### config.mk
export PLATFORM = sky130hd
export DESIGN_NAME = dao_top
export DESIGN_NICKNAME = d
export VERILOG_FILES = /design/src/hw/dao_pkg.sv /design/src/hw/dao_top.sv
export SDC_FILE = /design/constraint.sdc
export NUM_CORES = 1
export LEC_CHECK = 0
export ABC_AREA = 1
export CAP_MARGIN = 20
export CORE_MARGIN = 4
export CORE_UTILIZATION = 44
export DETAILED_ROUTE_END_ITERATION = 16
export DONT_BUFFER_PORTS = 1
export PLACE_DENSITY = 0.61
export SLEW_MARGIN = 10
export SYNTH_ARGS = -nofsm -noshare
export SYNTH_HDL_FRONTEND = slang
export SYNTH_SLANG_ARGS = --single-unit
### constraint.sdc
create_clock -name mclk -period 12 [get_ports mclk]
set_clock_uncertainty 0.2 [all_clocks]
set_input_delay 3.6 -clock mclk [delete_from_list [all_inputs] [get_ports mclk]]
set_output_delay 3.6 -clock mclk [all_outputs]
set_load 0.01 [all_outputs]
### src/hw/dao_pkg.sv
package dao_pkg;
  // ****************************************************************
  // sizes and timing
  // ****************************************************************
  localparam int CLK_MHZ     = 125;
  localparam int DAT_W       = 12;
  localparam int CH_W        = 13;
  localparam int N_CH        = 2;
  localparam int WORD_W      = N_CH * CH_W;
  localparam int LAT         = 9;
  localparam int FIFO_D      = 32;
  localparam int DCS_MIN_MHZ = 20;
  localparam int DCS_MAX_PER = CLK_MHZ / DCS_MIN_MHZ;
  localparam int RELOCK_NS   = 1500;
  localparam int RELOCK_CYC  = (RELOCK_NS * CLK_MHZ + 999) / 1000;
  localparam int STBY_WAKE   = 16;
  localparam int WAKE_SH     = 4;
  localparam int DWELL_W     = 20;
  localparam int PER_W       = 8;
  // ****************************************************************
  // register map
  // ****************************************************************
  localparam logic [7:0] A_CTRL  = 8'h00;
  localparam logic [7:0] A_PWR   = 8'h04;
  localparam logic [7:0] A_CHSEL = 8'h08;
  localparam logic [7:0] A_STAT  = 8'h0C;
  localparam logic [7:0] A_OUTM  = 8'h14;
  localparam int C_SER  = 0;
  localparam int C_DCS  = 1;
  localparam int C_MUX  = 2;
  localparam int C_INV  = 3;
  localparam int C_HOLD = 4;
  localparam int OM_OD  = 4;
  localparam int S_OVF  = 0;
  localparam int S_LOCK = 1;
  localparam int S_SLOW = 2;
  localparam int S_RUN  = 3;
  localparam int S_LVL  = 8;
  localparam logic [4:0] CTRL_RST  = 5'h00;
  localparam logic [1:0] CHSEL_RST = 2'h3;
  typedef enum logic [1:0] {FMT_OFFS = 2'b00, FMT_TWOS = 2'b01, FMT_GRAY = 2'b10} dao_fmt_t;
  typedef enum logic [1:0] {PM_RUN = 2'b00, PM_PD = 2'b01, PM_STBY = 2'b10} dao_pm_t;
  typedef enum logic [1:0] {
    ST_RUN  = 2'b00,
    ST_POWER_DOWN_PIN = 2'b01,
    ST_STBY = 2'b10,
    ST_WAKE = 2'b11
  } dao_st_t;
endpackage

### src/hw/dao_top.sv
`timescale 1ns/100ps
module dao_fifo #(
  parameter int W     = 26,
  parameter int DEPTH = 32,
  localparam int AW   = $clog2(DEPTH)
) (
  input  wire logic          clk,
  input  wire logic          rst,
  input  wire logic          in_valid,
  output logic               in_ready,
  input  wire logic [W-1:0]  in_data,
  output logic               out_valid,
  input  wire logic          out_ready,
  output logic [W-1:0]       out_data,
  output logic [AW:0]        level
);
  logic [W-1:0] mem_r [DEPTH];
  logic [AW:0]  wp_r;
  logic [AW:0]  rp_r;
  wire          push_w = in_valid & in_ready;
  wire          pop_w  = out_valid & out_ready;

  assign level     = wp_r - rp_r;
  assign in_ready  = level != (AW+1)'(DEPTH);
  assign out_valid = level != '0;
  assign out_data  = mem_r[rp_r[AW-1:0]];

  always_ff @(posedge clk) begin
    if (push_w) begin
      mem_r[wp_r[AW-1:0]] <= in_data;
    end
  end

  always_ff @(posedge clk) begin
    if (rst) begin
      wp_r <= '0;
      rp_r <= '0;
    end else begin
      if (push_w) begin
        wp_r <= wp_r + 1'b1;
      end
      if (pop_w) begin
        rp_r <= rp_r + 1'b1;
      end
    end
  end
endmodule

module dao_top
  import dao_pkg::*;
(
  input  wire logic              mclk,
  input  wire logic              reset,
  input  wire logic [7:0]        paddr,
  input  wire logic              psel,
  input  wire logic              penable,
  input  wire logic              pwrite,
  input  wire logic [31:0]       pwdata,
  output logic [31:0]            prdata,
  output logic                   pready,
  output logic                   pslverr,
  input  wire logic              sample_clk,
  input  wire logic [DAT_W-1:0]  adc_a_code,
  input  wire logic              adc_a_ovr,
  input  wire logic [DAT_W-1:0]  adc_b_code,
  input  wire logic              adc_b_ovr,
  input  wire logic              output_disable,
  input  wire logic              power_down_pin,
  input  wire logic              format_select_pin,
  input  wire logic              stabilizer_select_pin,
  output logic [CH_W-1:0]        data_a,
  output logic                   data_a_oe,
  output logic [CH_W-1:0]        data_b,
  output logic                   data_b_oe,
  output logic                   data_clock_out_a,
  output logic                   data_clock_out_a_oe,
  output logic                   data_clock_out_b,
  output logic                   data_clock_out_b_oe
);
  localparam int SY_W = 5 + WORD_W;
  localparam int LV_W = $clog2(FIFO_D) + 1;
  localparam int RL_W = $clog2(RELOCK_CYC + 1);

  function automatic logic [DAT_W-1:0] fmt_fn(input logic [DAT_W-1:0] b,
                                               input logic [1:0] f);
    logic [DAT_W-1:0] t;
    t = b;
    case (f)
      FMT_TWOS: t = {~b[DAT_W-1], b[DAT_W-2:0]};
      FMT_GRAY: t = b ^ (b >> 1);
      default:  t = b;
    endcase
    return t;
  endfunction

  // ****************************************************************
  // pin synchronisers and sample clock edges
  // ****************************************************************
  logic [SY_W-1:0] sy1_r;
  logic [SY_W-1:0] sy2_r;
  logic            clk_d_r;
  wire [SY_W-1:0]  sy_in_w = {sample_clk, output_disable, power_down_pin,
                              format_select_pin, stabilizer_select_pin,
                              adc_a_ovr, adc_a_code, adc_b_ovr, adc_b_code};
  wire             sclk_w     = sy2_r[SY_W-1];
  wire             od_pin_w   = sy2_r[SY_W-2];
  wire             pd_pin_w   = sy2_r[SY_W-3];
  wire             dfs_pin_w  = sy2_r[SY_W-4];
  wire             dcs_pin_w  = sy2_r[SY_W-5];
  wire [WORD_W-1:0] in_word_w = sy2_r[WORD_W-1:0];
  wire             rise_w     = sclk_w & ~clk_d_r;
  wire             sfall_w    = ~sclk_w & clk_d_r;

  always_ff @(posedge mclk) begin
    sy1_r   <= sy_in_w;
    sy2_r   <= sy1_r;
    clk_d_r <= sclk_w;
  end

  // ****************************************************************
  // registers
  // ****************************************************************
  logic [4:0]  ctrl_r;
  logic [1:0]  pwr_r;
  logic [1:0]  chsel_r;
  logic [1:0]  fmt_r;
  logic [1:0]  od_r;
  logic        ovf_r;
  logic [31:0] prdata_r;
  logic        pready_r;
  logic        pslverr_r;
  logic        lock_r;
  dao_st_t     st_r;
  logic [LV_W-1:0] lvl_w;
  logic        in_rdy_w;

  wire ser_w  = ctrl_r[C_SER];
  wire mux_w  = ctrl_r[C_MUX];
  wire hold_w = ctrl_r[C_HOLD];
  wire run_w  = st_r == ST_RUN;
  wire dcs_en_w = ser_w ? ctrl_r[C_DCS] : dcs_pin_w;
  wire [1:0] fmt_w = ser_w ? fmt_r : (dfs_pin_w ? FMT_TWOS : FMT_OFFS);
  wire setup_w = psel & ~penable;
  wire hit_w   = paddr == A_CTRL || paddr == A_PWR || paddr == A_CHSEL ||
                 paddr == A_STAT || paddr == A_OUTM;
  wire wr_w    = psel & penable & pwrite & pready_r & hit_w;
  wire push_w  = rise_w & run_w;
  wire ovf_set_w = push_w & ~in_rdy_w;
  wire slow_w;
  wire od_sel_w  = chsel_r[0] ? od_r[0] : od_r[1];
  wire [31:0] stat_w = (32'(lvl_w) << S_LVL) | (32'(run_w) << S_RUN) |
                       (32'(slow_w) << S_SLOW) | (32'(lock_r) << S_LOCK) |
                       (32'(ovf_r) << S_OVF);
  wire [31:0] rd_w = (paddr == A_CTRL)  ? 32'(ctrl_r) :
                     (paddr == A_PWR)   ? 32'(pwr_r) :
                     (paddr == A_CHSEL) ? 32'(chsel_r) :
                     (paddr == A_STAT)  ? stat_w :
                     (paddr == A_OUTM)  ? ((32'(od_sel_w) << OM_OD) | 32'(fmt_r)) :
                     32'h0000_0000;

  always_ff @(posedge mclk) begin
    if (reset) begin
      prdata_r  <= 32'h0000_0000;
      pready_r  <= 1'b0;
      pslverr_r <= 1'b0;
    end else begin
      pready_r <= 1'b1;
      if (setup_w) begin
        prdata_r  <= rd_w;
        pslverr_r <= ~hit_w;
      end
    end
  end

  always_ff @(posedge mclk) begin
    if (reset) begin
      ctrl_r  <= CTRL_RST;
      pwr_r   <= PM_RUN;
      chsel_r <= CHSEL_RST;
      fmt_r   <= FMT_OFFS;
    end else if (wr_w) begin
      if (paddr == A_CTRL) ctrl_r <= pwdata[4:0];
      if (paddr == A_PWR) pwr_r <= pwdata[1:0];
      if (paddr == A_CHSEL) chsel_r <= pwdata[1:0];
      if (paddr == A_OUTM) fmt_r <= pwdata[1:0];
    end
  end

  // overflow is sticky; a new overflow wins over a clear
  always_ff @(posedge mclk) begin
    if (reset) begin
      ovf_r <= 1'b0;
    end else begin
      ovf_r <= ovf_set_w | (ovf_r & ~(wr_w && paddr == A_STAT && pwdata[S_OVF]));
    end
  end

  genvar gc;
  generate
    for (gc = 0; gc < N_CH; gc++) begin : g_od
      always_ff @(posedge mclk) begin
        if (reset) begin
          od_r[gc] <= 1'b0;
        end else if (wr_w && paddr == A_OUTM && chsel_r[gc]) begin
          od_r[gc] <= pwdata[OM_OD];
        end
      end
    end
  endgenerate

  // ****************************************************************
  // power modes
  // ****************************************************************
  logic [DWELL_W-1:0] dwell_r;
  logic [DWELL_W-1:0] wake_r;
  wire pd_req_w = pd_pin_w | (pwr_r == PM_PD);
  wire sb_req_w = pwr_r == PM_STBY;

  always_ff @(posedge mclk) begin
    if (reset) begin
      st_r    <= ST_RUN;
      dwell_r <= '0;
      wake_r  <= '0;
    end else begin
      case (st_r)
        ST_RUN: begin
          dwell_r <= '0;
          if (pd_req_w) st_r <= ST_POWER_DOWN_PIN;
          else if (sb_req_w) st_r <= ST_STBY;
        end
        ST_POWER_DOWN_PIN: begin
          if (~&dwell_r) dwell_r <= dwell_r + 1'b1;
          if (!pd_req_w) begin
            st_r   <= ST_WAKE;
            wake_r <= dwell_r >> WAKE_SH;
          end
        end
        ST_STBY: begin
          if (pd_req_w) st_r <= ST_POWER_DOWN_PIN;
          else if (!sb_req_w) begin
            st_r   <= ST_WAKE;
            wake_r <= DWELL_W'(STBY_WAKE);
          end
        end
        ST_WAKE: begin
          if (pd_req_w) st_r <= ST_POWER_DOWN_PIN;
          else if (wake_r == '0) st_r <= ST_RUN;
          else wake_r <= wake_r - 1'b1;
        end
        default: st_r <= ST_RUN;
      endcase
    end
  end

  // ****************************************************************
  // duty cycle stabilizer
  // ****************************************************************
  logic [PER_W-1:0] cnt_r;
  logic [PER_W-1:0] per_r;
  logic [RL_W-1:0]  rl_r;
  wire [PER_W-1:0]  new_per_w = cnt_r + 1'b1;
  wire [PER_W-1:0]  half_w    = per_r >> 1;
  wire stable_w = new_per_w == per_r || new_per_w == per_r + 1'b1 ||
                  new_per_w + 1'b1 == per_r;
  assign slow_w = per_r > PER_W'(DCS_MAX_PER) || &cnt_r;
  wire dcs_on_w = dcs_en_w & lock_r & ~slow_w;
  wire fall_w   = dcs_on_w ? (cnt_r == half_w && !rise_w) : sfall_w;
  wire iclk_w   = dcs_on_w ? (rise_w | (cnt_r < half_w)) : sclk_w;

  always_ff @(posedge mclk) begin
    if (reset) begin
      cnt_r  <= '0;
      per_r  <= '1;
      rl_r   <= '0;
      lock_r <= 1'b0;
    end else begin
      if (rise_w) begin
        cnt_r <= '0;
        per_r <= new_per_w;
      end else if (~&cnt_r) begin
        cnt_r <= cnt_r + 1'b1;
      end
      if ((rise_w && !stable_w) || slow_w) begin
        rl_r   <= '0;
        lock_r <= 1'b0;
      end else if (rl_r == RL_W'(RELOCK_CYC)) begin
        lock_r <= 1'b1;
      end else begin
        rl_r <= rl_r + 1'b1;
      end
    end
  end

  // ****************************************************************
  // nine-edge pipeline buffer and output stage
  // ****************************************************************
  logic [WORD_W-1:0] f_out_w;
  logic [WORD_W-1:0] word_r;
  logic [CH_W-1:0]   dat_r [N_CH];
  logic [N_CH-1:0]   en_r;
  logic              dco_r;
  logic              iclk_d_r;
  wire pop_w = rise_w & run_w & ~hold_w & (lvl_w >= LV_W'(LAT));

  dao_fifo #(.W(WORD_W), .DEPTH(FIFO_D)) u_fifo (
    .clk       (mclk),
    .rst       (reset | ~run_w),
    .in_valid  (push_w),
    .in_ready  (in_rdy_w),
    .in_data   (in_word_w),
    .out_valid (),
    .out_ready (pop_w),
    .out_data  (f_out_w),
    .level     (lvl_w)
  );

  always_ff @(posedge mclk) begin
    if (reset) begin
      word_r   <= '0;
      dco_r    <= 1'b0;
      iclk_d_r <= 1'b0;
    end else begin
      if (pop_w) word_r <= f_out_w;
      iclk_d_r <= iclk_w;
      dco_r    <= (mux_w ? iclk_d_r : ~iclk_w) ^ ctrl_r[C_INV];
    end
  end

  generate
    for (gc = 0; gc < N_CH; gc++) begin : g_ch
      wire bsel_w = (gc == 0) && mux_w && fall_w && !pop_w;
      wire [CH_W-1:0] src_w = bsel_w ? word_r[CH_W-1:0] :
                              f_out_w[(N_CH-gc)*CH_W-1 -: CH_W];
      wire [CH_W-1:0] code_w = {src_w[DAT_W], fmt_fn(src_w[DAT_W-1:0], fmt_w)};
      wire en_w = run_w & ~od_pin_w & ~od_r[gc] & ~((gc == 1) && mux_w);
      always_ff @(posedge mclk) begin
        if (reset) begin
          dat_r[gc] <= '0;
          en_r[gc]  <= 1'b0;
        end else begin
          en_r[gc] <= en_w;
          if (pop_w || bsel_w) dat_r[gc] <= code_w;
        end
      end
    end
  endgenerate

  assign prdata              = prdata_r;
  assign pready              = pready_r;
  assign pslverr             = pslverr_r;
  assign data_a              = dat_r[0];
  assign data_b              = dat_r[1];
  assign data_a_oe           = en_r[0];
  assign data_b_oe           = en_r[1];
  assign data_clock_out_a    = dco_r;
  assign data_clock_out_b    = dco_r;
  assign data_clock_out_a_oe = en_r[0];
  assign data_clock_out_b_oe = en_r[1];
endmodule

After elaboration in Yosys (flattened, before gate mapping)
Memories as Yosys holds them, arrays and structs flattened. A register that Yosys moved wholly into a read port is not among the register bits. Cells that the tools add are included. W data, S select, Z words.

Register bits: 207. Memories kept: 2. Bits in writable memories: 858.

Memory list: u_fifo.mem_r (depth 32, bits a word 26, read ports 1, clocked after memory_dff 1, write ports 1, RTL line dao_top.sv:17) `logic [W-1:0] mem_r [DEPTH];`; dat_r (depth 2, bits a word 13, read ports 2, clocked after memory_dff 0, write ports 2, RTL line dao_top.sv:299) `logic [CH_W-1:0] dat_r [N_CH];`.

Reduce and logical (&&, ||, !) cells: 38. Add/sub/neg operators: 9. Equal/unequal tests: 26. Bitwise logic cells: 50. Muxes and demuxes: 46. $lt $le $gt $ge: 3.

Operators by type and width (count): $mux W20 (6); $pmux W20 S3 (1); $mux W14 (4); $pmux W12 S2 (2); $pmux W20 S2 (1); $mux W13 (3); $add A8 B1 Y8 const B (4); $eq A8 B8 Y1 (3); $xor A12 B11 Y12 (2); $add A20 B1 Y20 const B (1); $and A1 B1 Y1 (20); $logic_not A20 Y1 (1); $reduce_and A20 Y1 (1); $sub A20 B1 Y20 const B (1); $mux W1 (17); $eq A8 B4 Y1 const B (2); $mux W2 (8); $not A1 Y1 (16); $mux W5 (3); $or A14 B1 Y14 (1); $or A14 B2 Y14 (1); $or A14 B3 Y14 (1); $or A14 B4 Y14 (1); $add A6 B1 Y6 const B (2); other kinds (31) (70).

Depth between registers and ports, before layout
Gate-level depths: netlist of run 1.

Depth after elaboration: 12. Depth in mapped cells: 16.

Cells and area by module
A second synthesis of run 1 with hierarchy kept.

Cells, all modules: 4125. Area total of the unflattened synthesis: 44442.6 um2.

By module, submodules not included: dao_fifo (instances 1, area each 34916.0 um2, cells an instance 2861, seq. area each 25324.3 um2); dao_top (instances 1, area each 9526.6 um2, cells an instance 1264, seq. area each 4264.1 um2).

Worst setup path after synthesis of run 1
Ideal clock, no wire load.

Kind: input to register. Start point: input reset. End point: memory dat_r[0][0] (enable). Slack: 6648 ps. Path buffers: 3. Arrival: 4768 ps. Stages on the path: 5. Required time: 11416 ps. Path through: clkbuf_1 inv_1 clkbuf_1 clkbuf_1 nand3_1.

RTL lines: from (decl) (RTL line dao_top.sv:53) `input wire logic reset,`; to (decl) (RTL line dao_top.sv:299).

==> results of run 1 <==
==> worst max-delay path, delay by kind of cell (launching register included) <==
kind            cells  cell delay, ns
flops               1            0.89
compound gates      3            0.99
simple gates        5            0.62
buf+inv             3            1.83
==> final cells by class <==
class                   count  area, µm²  area share, %
flip-flops and latches   1049      29600           60.6
inverters                 296       1130           2.32
clock inverters            61        649           1.33
multi-input cells        2537      12300           25.3
clock buffers             138       2920           5.97
well taps                1287       1610           3.30
repair buffers             68        578           1.18
==> power breakdown <==
group / internal (mW) / leakage [nW] / switching, mW / total (mW)
Combinational: 0.180 / 6.76 / 0.469 / 0.650
Clock: 1.92 / 1.74 / 1.43 / 3.35
Sequential: 4.00 / 9.32 / 0.0784 / 4.08
Total: 6.10 / 17.8 / 1.97 / 8.07
==> how the worst min path moves through the flow <==
| stage | slack, ns | cells past startpoint | endpoint |
|---|---|---|---|
| after floorplan | 0.11 | 0 | sy2_r[0] |
| after global placement | 0.11 | 0 | sy2_r[6] |
| after detailed placement | 0.11 | 0 | sy2_r[21] |
| after CTS | 0.13 | 0 | sy2_r[21] |
| after global routing | 0.13 | 0 | sy2_r[21] |
| final | 0.12 | 0 | sy2_r[21] |
==> cells in the final DEF (no fill, tap or decap), types with 30 or more instances in the layout <==
cell,instances
xor2_1,30
clkbuf_16,108
nand2_1,860
dfxtp_1,186
ha_1,31
o221ai_1,98
nor2_1,435
nand3_1,412
a21oi_1,102
edfxtp_1,858
o21ai_0,319
nor3_2,34
inv_1,281
buf_4,61
==> logic make-up (layout without fill, tap and decap cells) <==
group | count (synthesis) | count (layout) | synth area share [%]
XOR/XNOR | 35 | 35 | 0.695
AO/OA/AOI/OAI | 595 | 595 | 7.96
multiplexers | 1 | 1 | 0.0255
adder cells (fa/ha/maj) | 32 | 32 | 0.924
other | 1 | 21 | 0.00850
flip-flops | 1049 | 1049 | 67.1
AND/OR/NAND/NOR | 1853 | 1853 | 17.8
buffers and inverters | 539 | 563 | 5.53
==> flip-flops by register name, summed over array words and instances, names as in the netlist, 11 cells and up, named ones only <==
name	flops
u_fifo.mem_r	832
sy1_r	31
sy2_r	31
dat_r	26
dwell_r	20
wake_r	20
word_r	13
prdata	11
==> through the flow <==
| step | cell area [µm²] | instances | worst slack [ns] |
|---|---|---|---|
| after global routing | 48800 | 5436 | 6.70 |
| after global placement | 45200 | 5231 | 6.54 |
| final | 48800 | 5436 | 6.95 |
| after CTS | 48700 | 5430 | 7.00 |
| after floorplan | 44200 | 4125 | 6.65 |
| after detailed placement | 45200 | 5231 | 6.50 |
==> metal layers <==
layer	part of all wire, %	GRT usage [%]	up-vias
li1	-	-	14100
met1	43	28.7	14400
met2	47	35.0	1093
met5	0	0	-
met4	3.3	7.12	0
met3	6.6	3.15	203
==> results by group, run 1 <==
CTS
  – Clk Latency, worst-skew pair: roughly 0.70 ns
  – Clk root buf: clkbuf_16
  – Clock slew at reported path FFs: roughly 0.06 ns
  – Buffer levels on the longest clock path: 3
  – Sinks on Clock Net: 1049
  – Total of hold buffers inserted after clock tree synthesis: 0
  – TritonCTS clock tree: yes
  – Post-CTS setup buffer count: 0
  – Number of levels the H-tree was split into: 3
  – Post-CTS sizing: 0
  – Total CTS buffers: 107

GRT
  – Via count of the first global-routing pass: 27600
  – Total overflow reported by the global router: 0
  – Initial antenna violation count: 1
  – Overall track demand over capacity in global routing: 21.1%
  – Largest net degree at the start of global routing: 197
  – Wire length of the first global-routing pass: about 170000 µm

Synth
  – Most numerous cell types in the synthesized netlist: nand2_1 (861), edfxtp_1 (858), nor2_1 (436)
  – Average instance area after synthesis: ~11 µm²
  – Combined area of all synthesized cells: 44100 µm²
  – Top-area cell type share of the netlist area: around three fifths
  – Dominant synthesized flop cell: edfxtp_1
  – Post-synthesis instance total: 4105
  – Synth cell types: 59
  – Cell type with the largest total area after synthesis: edfxtp_1
  – Cell types with the largest area share after synthesis: edfxtp_1 (58%), dfxtp_1 (8.7%), nand2_1 (7.3%), nand3_1 (4.7%), nor2_1 (3.7%)
  – Proportion of register bits with asynchronous set or reset after synthesis: 0%
  – Count of flip-flops with a built-in enable after synthesis: 858
  – Most numerous cell in the Yosys netlist: nand2_1
  – FF+latch count, synth: 1049
  – Proportion of synthesized chip area in sequential cells: 67.1%
  – Synthesis Warnings: 0

Place
  – HPWL Detailed: 61800 µm
  – Number of port buffers: 0
  – Final weighted congestion in routability-driven placement: 0.838

Critical path
  – R2R cell count: 11
  – Worst Path Arrival: 5.30 ns
  – Crit Reg-Reg Endpoint: dat_r[1][2]
  – Most used cell, CP: nand2_1
  – Slack of the worst reg-to-reg path: 6.95 ns
  – End point of the critical path: dat_r[1][2]
  – Endpoint kind of the worst setup timing path: flop
  – Crit start category: flop
  – List of cells traversed by the critical path: clkinv_8, buf_4, buf_4, o21ai_0, o221ai_1, nand3_1, nand2_1, o21ai_1, nand2_1, nand3_1, nand2_1
  – Biggest fanout along the worst timing path: 169
  – Required time reported for the critical path endpoint: 12.25 ns
  – Worst setup path category: flop to flop
  – Critical-path top delay cell: dfxtp_4
  – Crit-path max cell delay: 0.89 ns

Detailed routing
  – Drt pass-1 iters: 5
  – Total number of vias: roughly 30000
  – Mean routed wirelength per cell: 21.1 µm
  – Average via count per standard cell: approximately 5.5
  – Final WL: 115000 µm
  – Final antenna-violating net count: 0
  – Number of DRC markers after the initial detailed-route iteration: around 2800
  – Number of design rule violations left after detail routing: 0

STA
  – Transition time at the pin with the least slew margin: 1.11 ns
  – Worst rel slew slack: 25.9%
  – Final Hold Vio Count: 0
  – Share of the clock period used by the worst path after layout: 42.1%
  – Count of pins over their slew limit: 0
  – Final setup fails: 0
  – Maximum operating frequency: 198 MHz
  – Setup repair after global routing missed its margin: no
  – Min Clock Period, post-route: 5.05 ns
  – Total Negative Setup Slacks: 0 ns
  – Minimum hold slack: 0.125 ns

Layout
  – Final net count: 4167
  – Count of filler cells inserted in the layout: 8782
  – Ratio of cells with drive above 1 in the final layout: 8.17%
  – Area growth syn-to-layout: 10.7%
  – Final cell utilization of the core: 49.3%
  – Number of antenna repair diodes: 0

Power
  – Overall power consumption: 8.07 mW
  – Leakage component of the power: 17.8 nW
  – Power density of the placed cells: 165 nW/µm²
  – VDD IR-drop max: 0.126 mV

Outcome
  – Result of the run: finished clean

Floorplanning
  – Die outline area: 105000 µm²
  – Initial core utilization: 44.6%
  – Core region area: 99000 µm²
  – Standard-cell rows: 115
  – Die Y: roughly 320 µm
  – Width of the die: 325 µm
  – Ports placed on the boundary: 142

Min path
  – Type of the tightest min-delay check: flop to flop
  – Worst Hold Launch: sy1_r[21]

Job
  – Max-cap violations: 0
(Power assumes the default switching activity.)
==> inputs of run 2 (changes only) <==
--- a/config.mk
+++ b/config.mk
@@ -5,7 +5,7 @@
 export SDC_FILE = /design/constraint.sdc
 export NUM_CORES = 1
 export LEC_CHECK = 0
-export ABC_AREA = 1
+export ABC_AREA = 0
 export CAP_MARGIN = 20
 export CORE_MARGIN = 4
 export CORE_UTILIZATION = 44
==> constraint.sdc (replaced) <==
create_clock -name mclk -period 4.65 [get_ports mclk]
set_clock_uncertainty 0.2 [all_clocks]
set_input_delay 1.395 -clock mclk [delete_from_list [all_inputs] [get_ports mclk]]
set_output_delay 1.395 -clock mclk [all_outputs]
set_load 0.01 [all_outputs]
==> results by group, run 2 <==
STA
  – Share of the clock period used by the worst path after layout: 90.6% (+49 points)
  – Setup repair after global routing missed its margin: no
  – Minimum hold slack: 0.126 ns (+0.00124 ns)
  – Final worst-path setup slack: 0.437 ns (-6.52 ns)
  – Worst rel slew slack: 26.6% (+0.76 points)
  – Total Negative Setup Slacks: 0 ns (unchanged)
  – Maximum operating frequency: 237 MHz (+20%)
  – Final Hold Vio Count: 0 (unchanged)
  – Min Clock Period, post-route: 4.21 ns (-0.833 ns)
  – Count of pins over their slew limit: 0 (unchanged)
  – Transition time at the pin with the least slew margin: 1.10 ns (-0.0113 ns)
  – Final setup fails: 0 (unchanged)

CTS
  – Sinks on Clock Net: 1049 (unchanged)
  – Post-CTS setup buffer count: 0 (unchanged)
  – Clk root buf: clkbuf_16
  – TritonCTS clock tree: yes
  – Post-CTS sizing: 0 (unchanged)
  – Total CTS buffers: 107 (unchanged)
  – Total of hold buffers inserted after clock tree synthesis: 0 (unchanged)
  – Clock slew at reported path FFs: 0.06 ns (about the same)
  – Number of levels the H-tree was split into: 3 (unchanged)
  – Clk Latency, worst-skew pair: 0.69 ns (about the same)
  – Buffer levels on the longest clock path: 3 (unchanged)

Floorplanning
  – Standard-cell rows: 113 (-1.7%)
  – Width of the die: 317 µm (-2.3%)
  – Ports placed on the boundary: 142 (unchanged)
  – Die Y: 317 µm (-2.3%)
  – Core region area: 94900 µm² (-4.2%)
  – Die outline area: 101000 µm² (-4.6%)
  – Initial core utilization: 44.3% (-0.25 points)

Layout
  – Commonest cells after routing, fill and taps aside: edfxtp_1 (858), mux4_2 (189), dfxtp_1 (187)
  – Area growth syn-to-layout: 13.3%
  – Number of flip-flops under the largest register name: 832 (unchanged)
  – Ratio of cells with drive above 1 in the final layout: 20.0% (+12 points)
  – Most common cell after layout, fill and taps aside: edfxtp_1
  – Final net count: 2697 (-35%)
  – Number of antenna repair diodes: 0 (unchanged)

Detailed routing
  – Final WL: 100000 µm (-13%)
  – Number of design rule violations left after detail routing: 0 (unchanged)
  – Number of DRC markers after the initial detailed-route iteration: 2273 (-20%)
  – Drt pass-1 iters: 6 (+1)
  – Total number of vias: 22900 (-23%)
  – Mean routed wirelength per cell: 25.4 µm (+20%)
  – Average via count per standard cell: 5.79 (+5.4%)
  – Final antenna-violating net count: 0 (unchanged)

Synth
  – FF+latch count, synth: 1049 (unchanged)
  – Top-area cell type share of the netlist area: 61.3% (+2.9 points)
  – Cell types with the largest area share after synthesis: edfxtp_1 (61%), mux4_2 (10%), dfxtp_1 (9.1%), mux2i_1 (2.7%), nor2_1 (1.6%)
  – Synth cell types: 79 (+34%)
  – Dominant synthesized flop cell: edfxtp_1
  – Most numerous cell in the Yosys netlist: edfxtp_1
  – Average instance area after synthesis: 16.8 µm² (+57%)
  – Post-synthesis instance total: 2498 (-39%)
  – Most numerous cell types in the synthesized netlist: edfxtp_1 (858), dfxtp_1 (191), mux4_2 (189)
  – Proportion of register bits with asynchronous set or reset after synthesis: 0% (unchanged)
  – Synthesis Warnings: 0 (unchanged)
  – Count of flip-flops with a built-in enable after synthesis: 858 (unchanged)
  – Combined area of all synthesized cells: 42000 µm² (-4.7%)
  – Cell type with the largest total area after synthesis: edfxtp_1
  – Proportion of synthesized chip area in sequential cells: 70.4% (+3.3 points)

Place
  – Number of port buffers: 0 (unchanged)
  – HPWL Detailed: 62200 µm (+0.60%)
  – Pre-CTS setup slack: 0.500 ns (-6.01 ns)
  – Final weighted congestion in routability-driven placement: 0.858 (+2.5%)

Min path
  – Type of the tightest min-delay check: flop to flop

Outcome
  – Result of the run: finished clean

GRT
  – Grt met3 use: 3.77% (+0.62 points)
  – Total overflow reported by the global router: 0 (unchanged)
  – Largest net degree at the start of global routing: 77 (-61%)
  – Layer with the highest usage: met2
  – Wire length of the first global-routing pass: 149000 µm (-13%)
  – Initial antenna violation count: 0 (-1)
  – Met2 Track Usage GR: 31.8% (-3.2 points)
  – Overall track demand over capacity in global routing: 20.0% (-1.2 points)
  – Via count of the first global-routing pass: 23000 (-17%)
  – GR Layer Usage met1: 28.3% (-0.42 points)

Power
  – Leakage component of the power: 15.0 nW (-16%)
  – Switching power of the nets: 4.35 mW (+120%)
  – Part of the total power dissipated in the clock network: 42.7% (+1.2 points)
  – VDD IR-drop max: 0.286 mV (+130%)
  – Pint: 15.4 mW (+150%)
  – Net switching share of the total power: 22.0% (-2.4 points)
  – Portion of total power attributed to combinational logic: 4.5% (-3.5 points)
  – Power density of the placed cells: 415 nW/µm² (+150%)
  – Overall power consumption: 19.8 mW (+140%)
  – Sequential cell fraction of total power: 52.8% (+2.3 points)

Critical path
  – Worst Path Arrival: 4.40 ns (-0.90 ns)
  – Crit-path max cell delay: 0.68 ns (-0.21 ns)
  – Crit start category: flop
  – Endpoint kind of the worst setup timing path: flop
  – Required time reported for the critical path endpoint: 4.84 ns (-7.41 ns)
  – Biggest fanout along the worst timing path: 12 (-93%)
  – Worst setup path category: flop to flop
  – List of cells traversed by the critical path: ha_1, and2_1, o21ai_0, o31ai_1, a211oi_2, o41a_1, nand2_1, nor2_4, buf_4
  – Critical-path top delay cell: nor2_4

Job
  – Max-cap violations: 0 (unchanged)
## run 2: critical path, delay by kind of cell, from the launching register on
family | cells | cell delay, ns
flops | 1 | 0.55
simple gates | 3 | 1.30
fa+ha+maj | 1 | 0.36
buf+inv | 1 | 0.31
compound gates | 4 | 1.20
## run 2: path summary, 6_finish.rpt
kind                                startpoint                   to  slack (ns)  depth (start not counted)
worst max-delay path            u_fifo.wp_r[4]  u_fifo.mem_r[25][0]        0.44                          9
worst min-delay path                 sy1_r[12]            sy2_r[12]        0.13                          0
worst max register to register  u_fifo.wp_r[4]  u_fifo.mem_r[25][0]        0.44                          9
worst min register to register       sy1_r[12]            sy2_r[12]        0.13                          0
## run 2: power groups by stage
stage | Combinational (mW) | Sequential, mW | Clock (mW)
6_report | 0.887 | 10.4 | 8.44
5_1_grt | 0.981 | 10.4 | 9.05
4_1_cts | 0.844 | 10.5 | 8.64
3_5_place_dp | 0.838 | 10.7 | 0
3_3_place_gp | 0.807 | 10.6 | 0
2_1_floorplan | 0.645 | 10.6 | 0
## run 2: layout make-up
cell class | count | area [µm²]
fill | 7684 | 47200
sequential | 1049 | 29600
multi-input combinational | 1280 | 11700
clock buffer | 135 | 2820
tap | 1265 | 1580
timing repair buffer | 111 | 1110
clock inverter | 67 | 652
inverter | 40 | 150
## run 2: layer usage
metal | wire length [µm] | share of wire, %
met5 | 0 | 0
met4 | 2710 | 2.7
met3 | 7660 | 7.6
met2 | 46600 | 46
met1 | 43300 | 43
## run 2: cell families after synthesis
| group | share of synthesized area (%) |
|---|---|
| mux | 13.8 |
| simple gates | 5.87 |
| flops | 70.4 |
| other cells | 0.00892 |
| fa+ha+maj | 0.970 |
| buf+inv | 2.54 |
| compound gates | 5.21 |
| xor+xnor | 1.29 |
## run 2: through the flow
stage,util (%),cell area [µm²],cells
finish,50.2,47600,3947
global route,50.2,47600,3947
CTS,50.1,47500,3939
detailed placement,46.4,44000,3737
global placement,46.4,44000,3737
floorplan,-,42100,2518
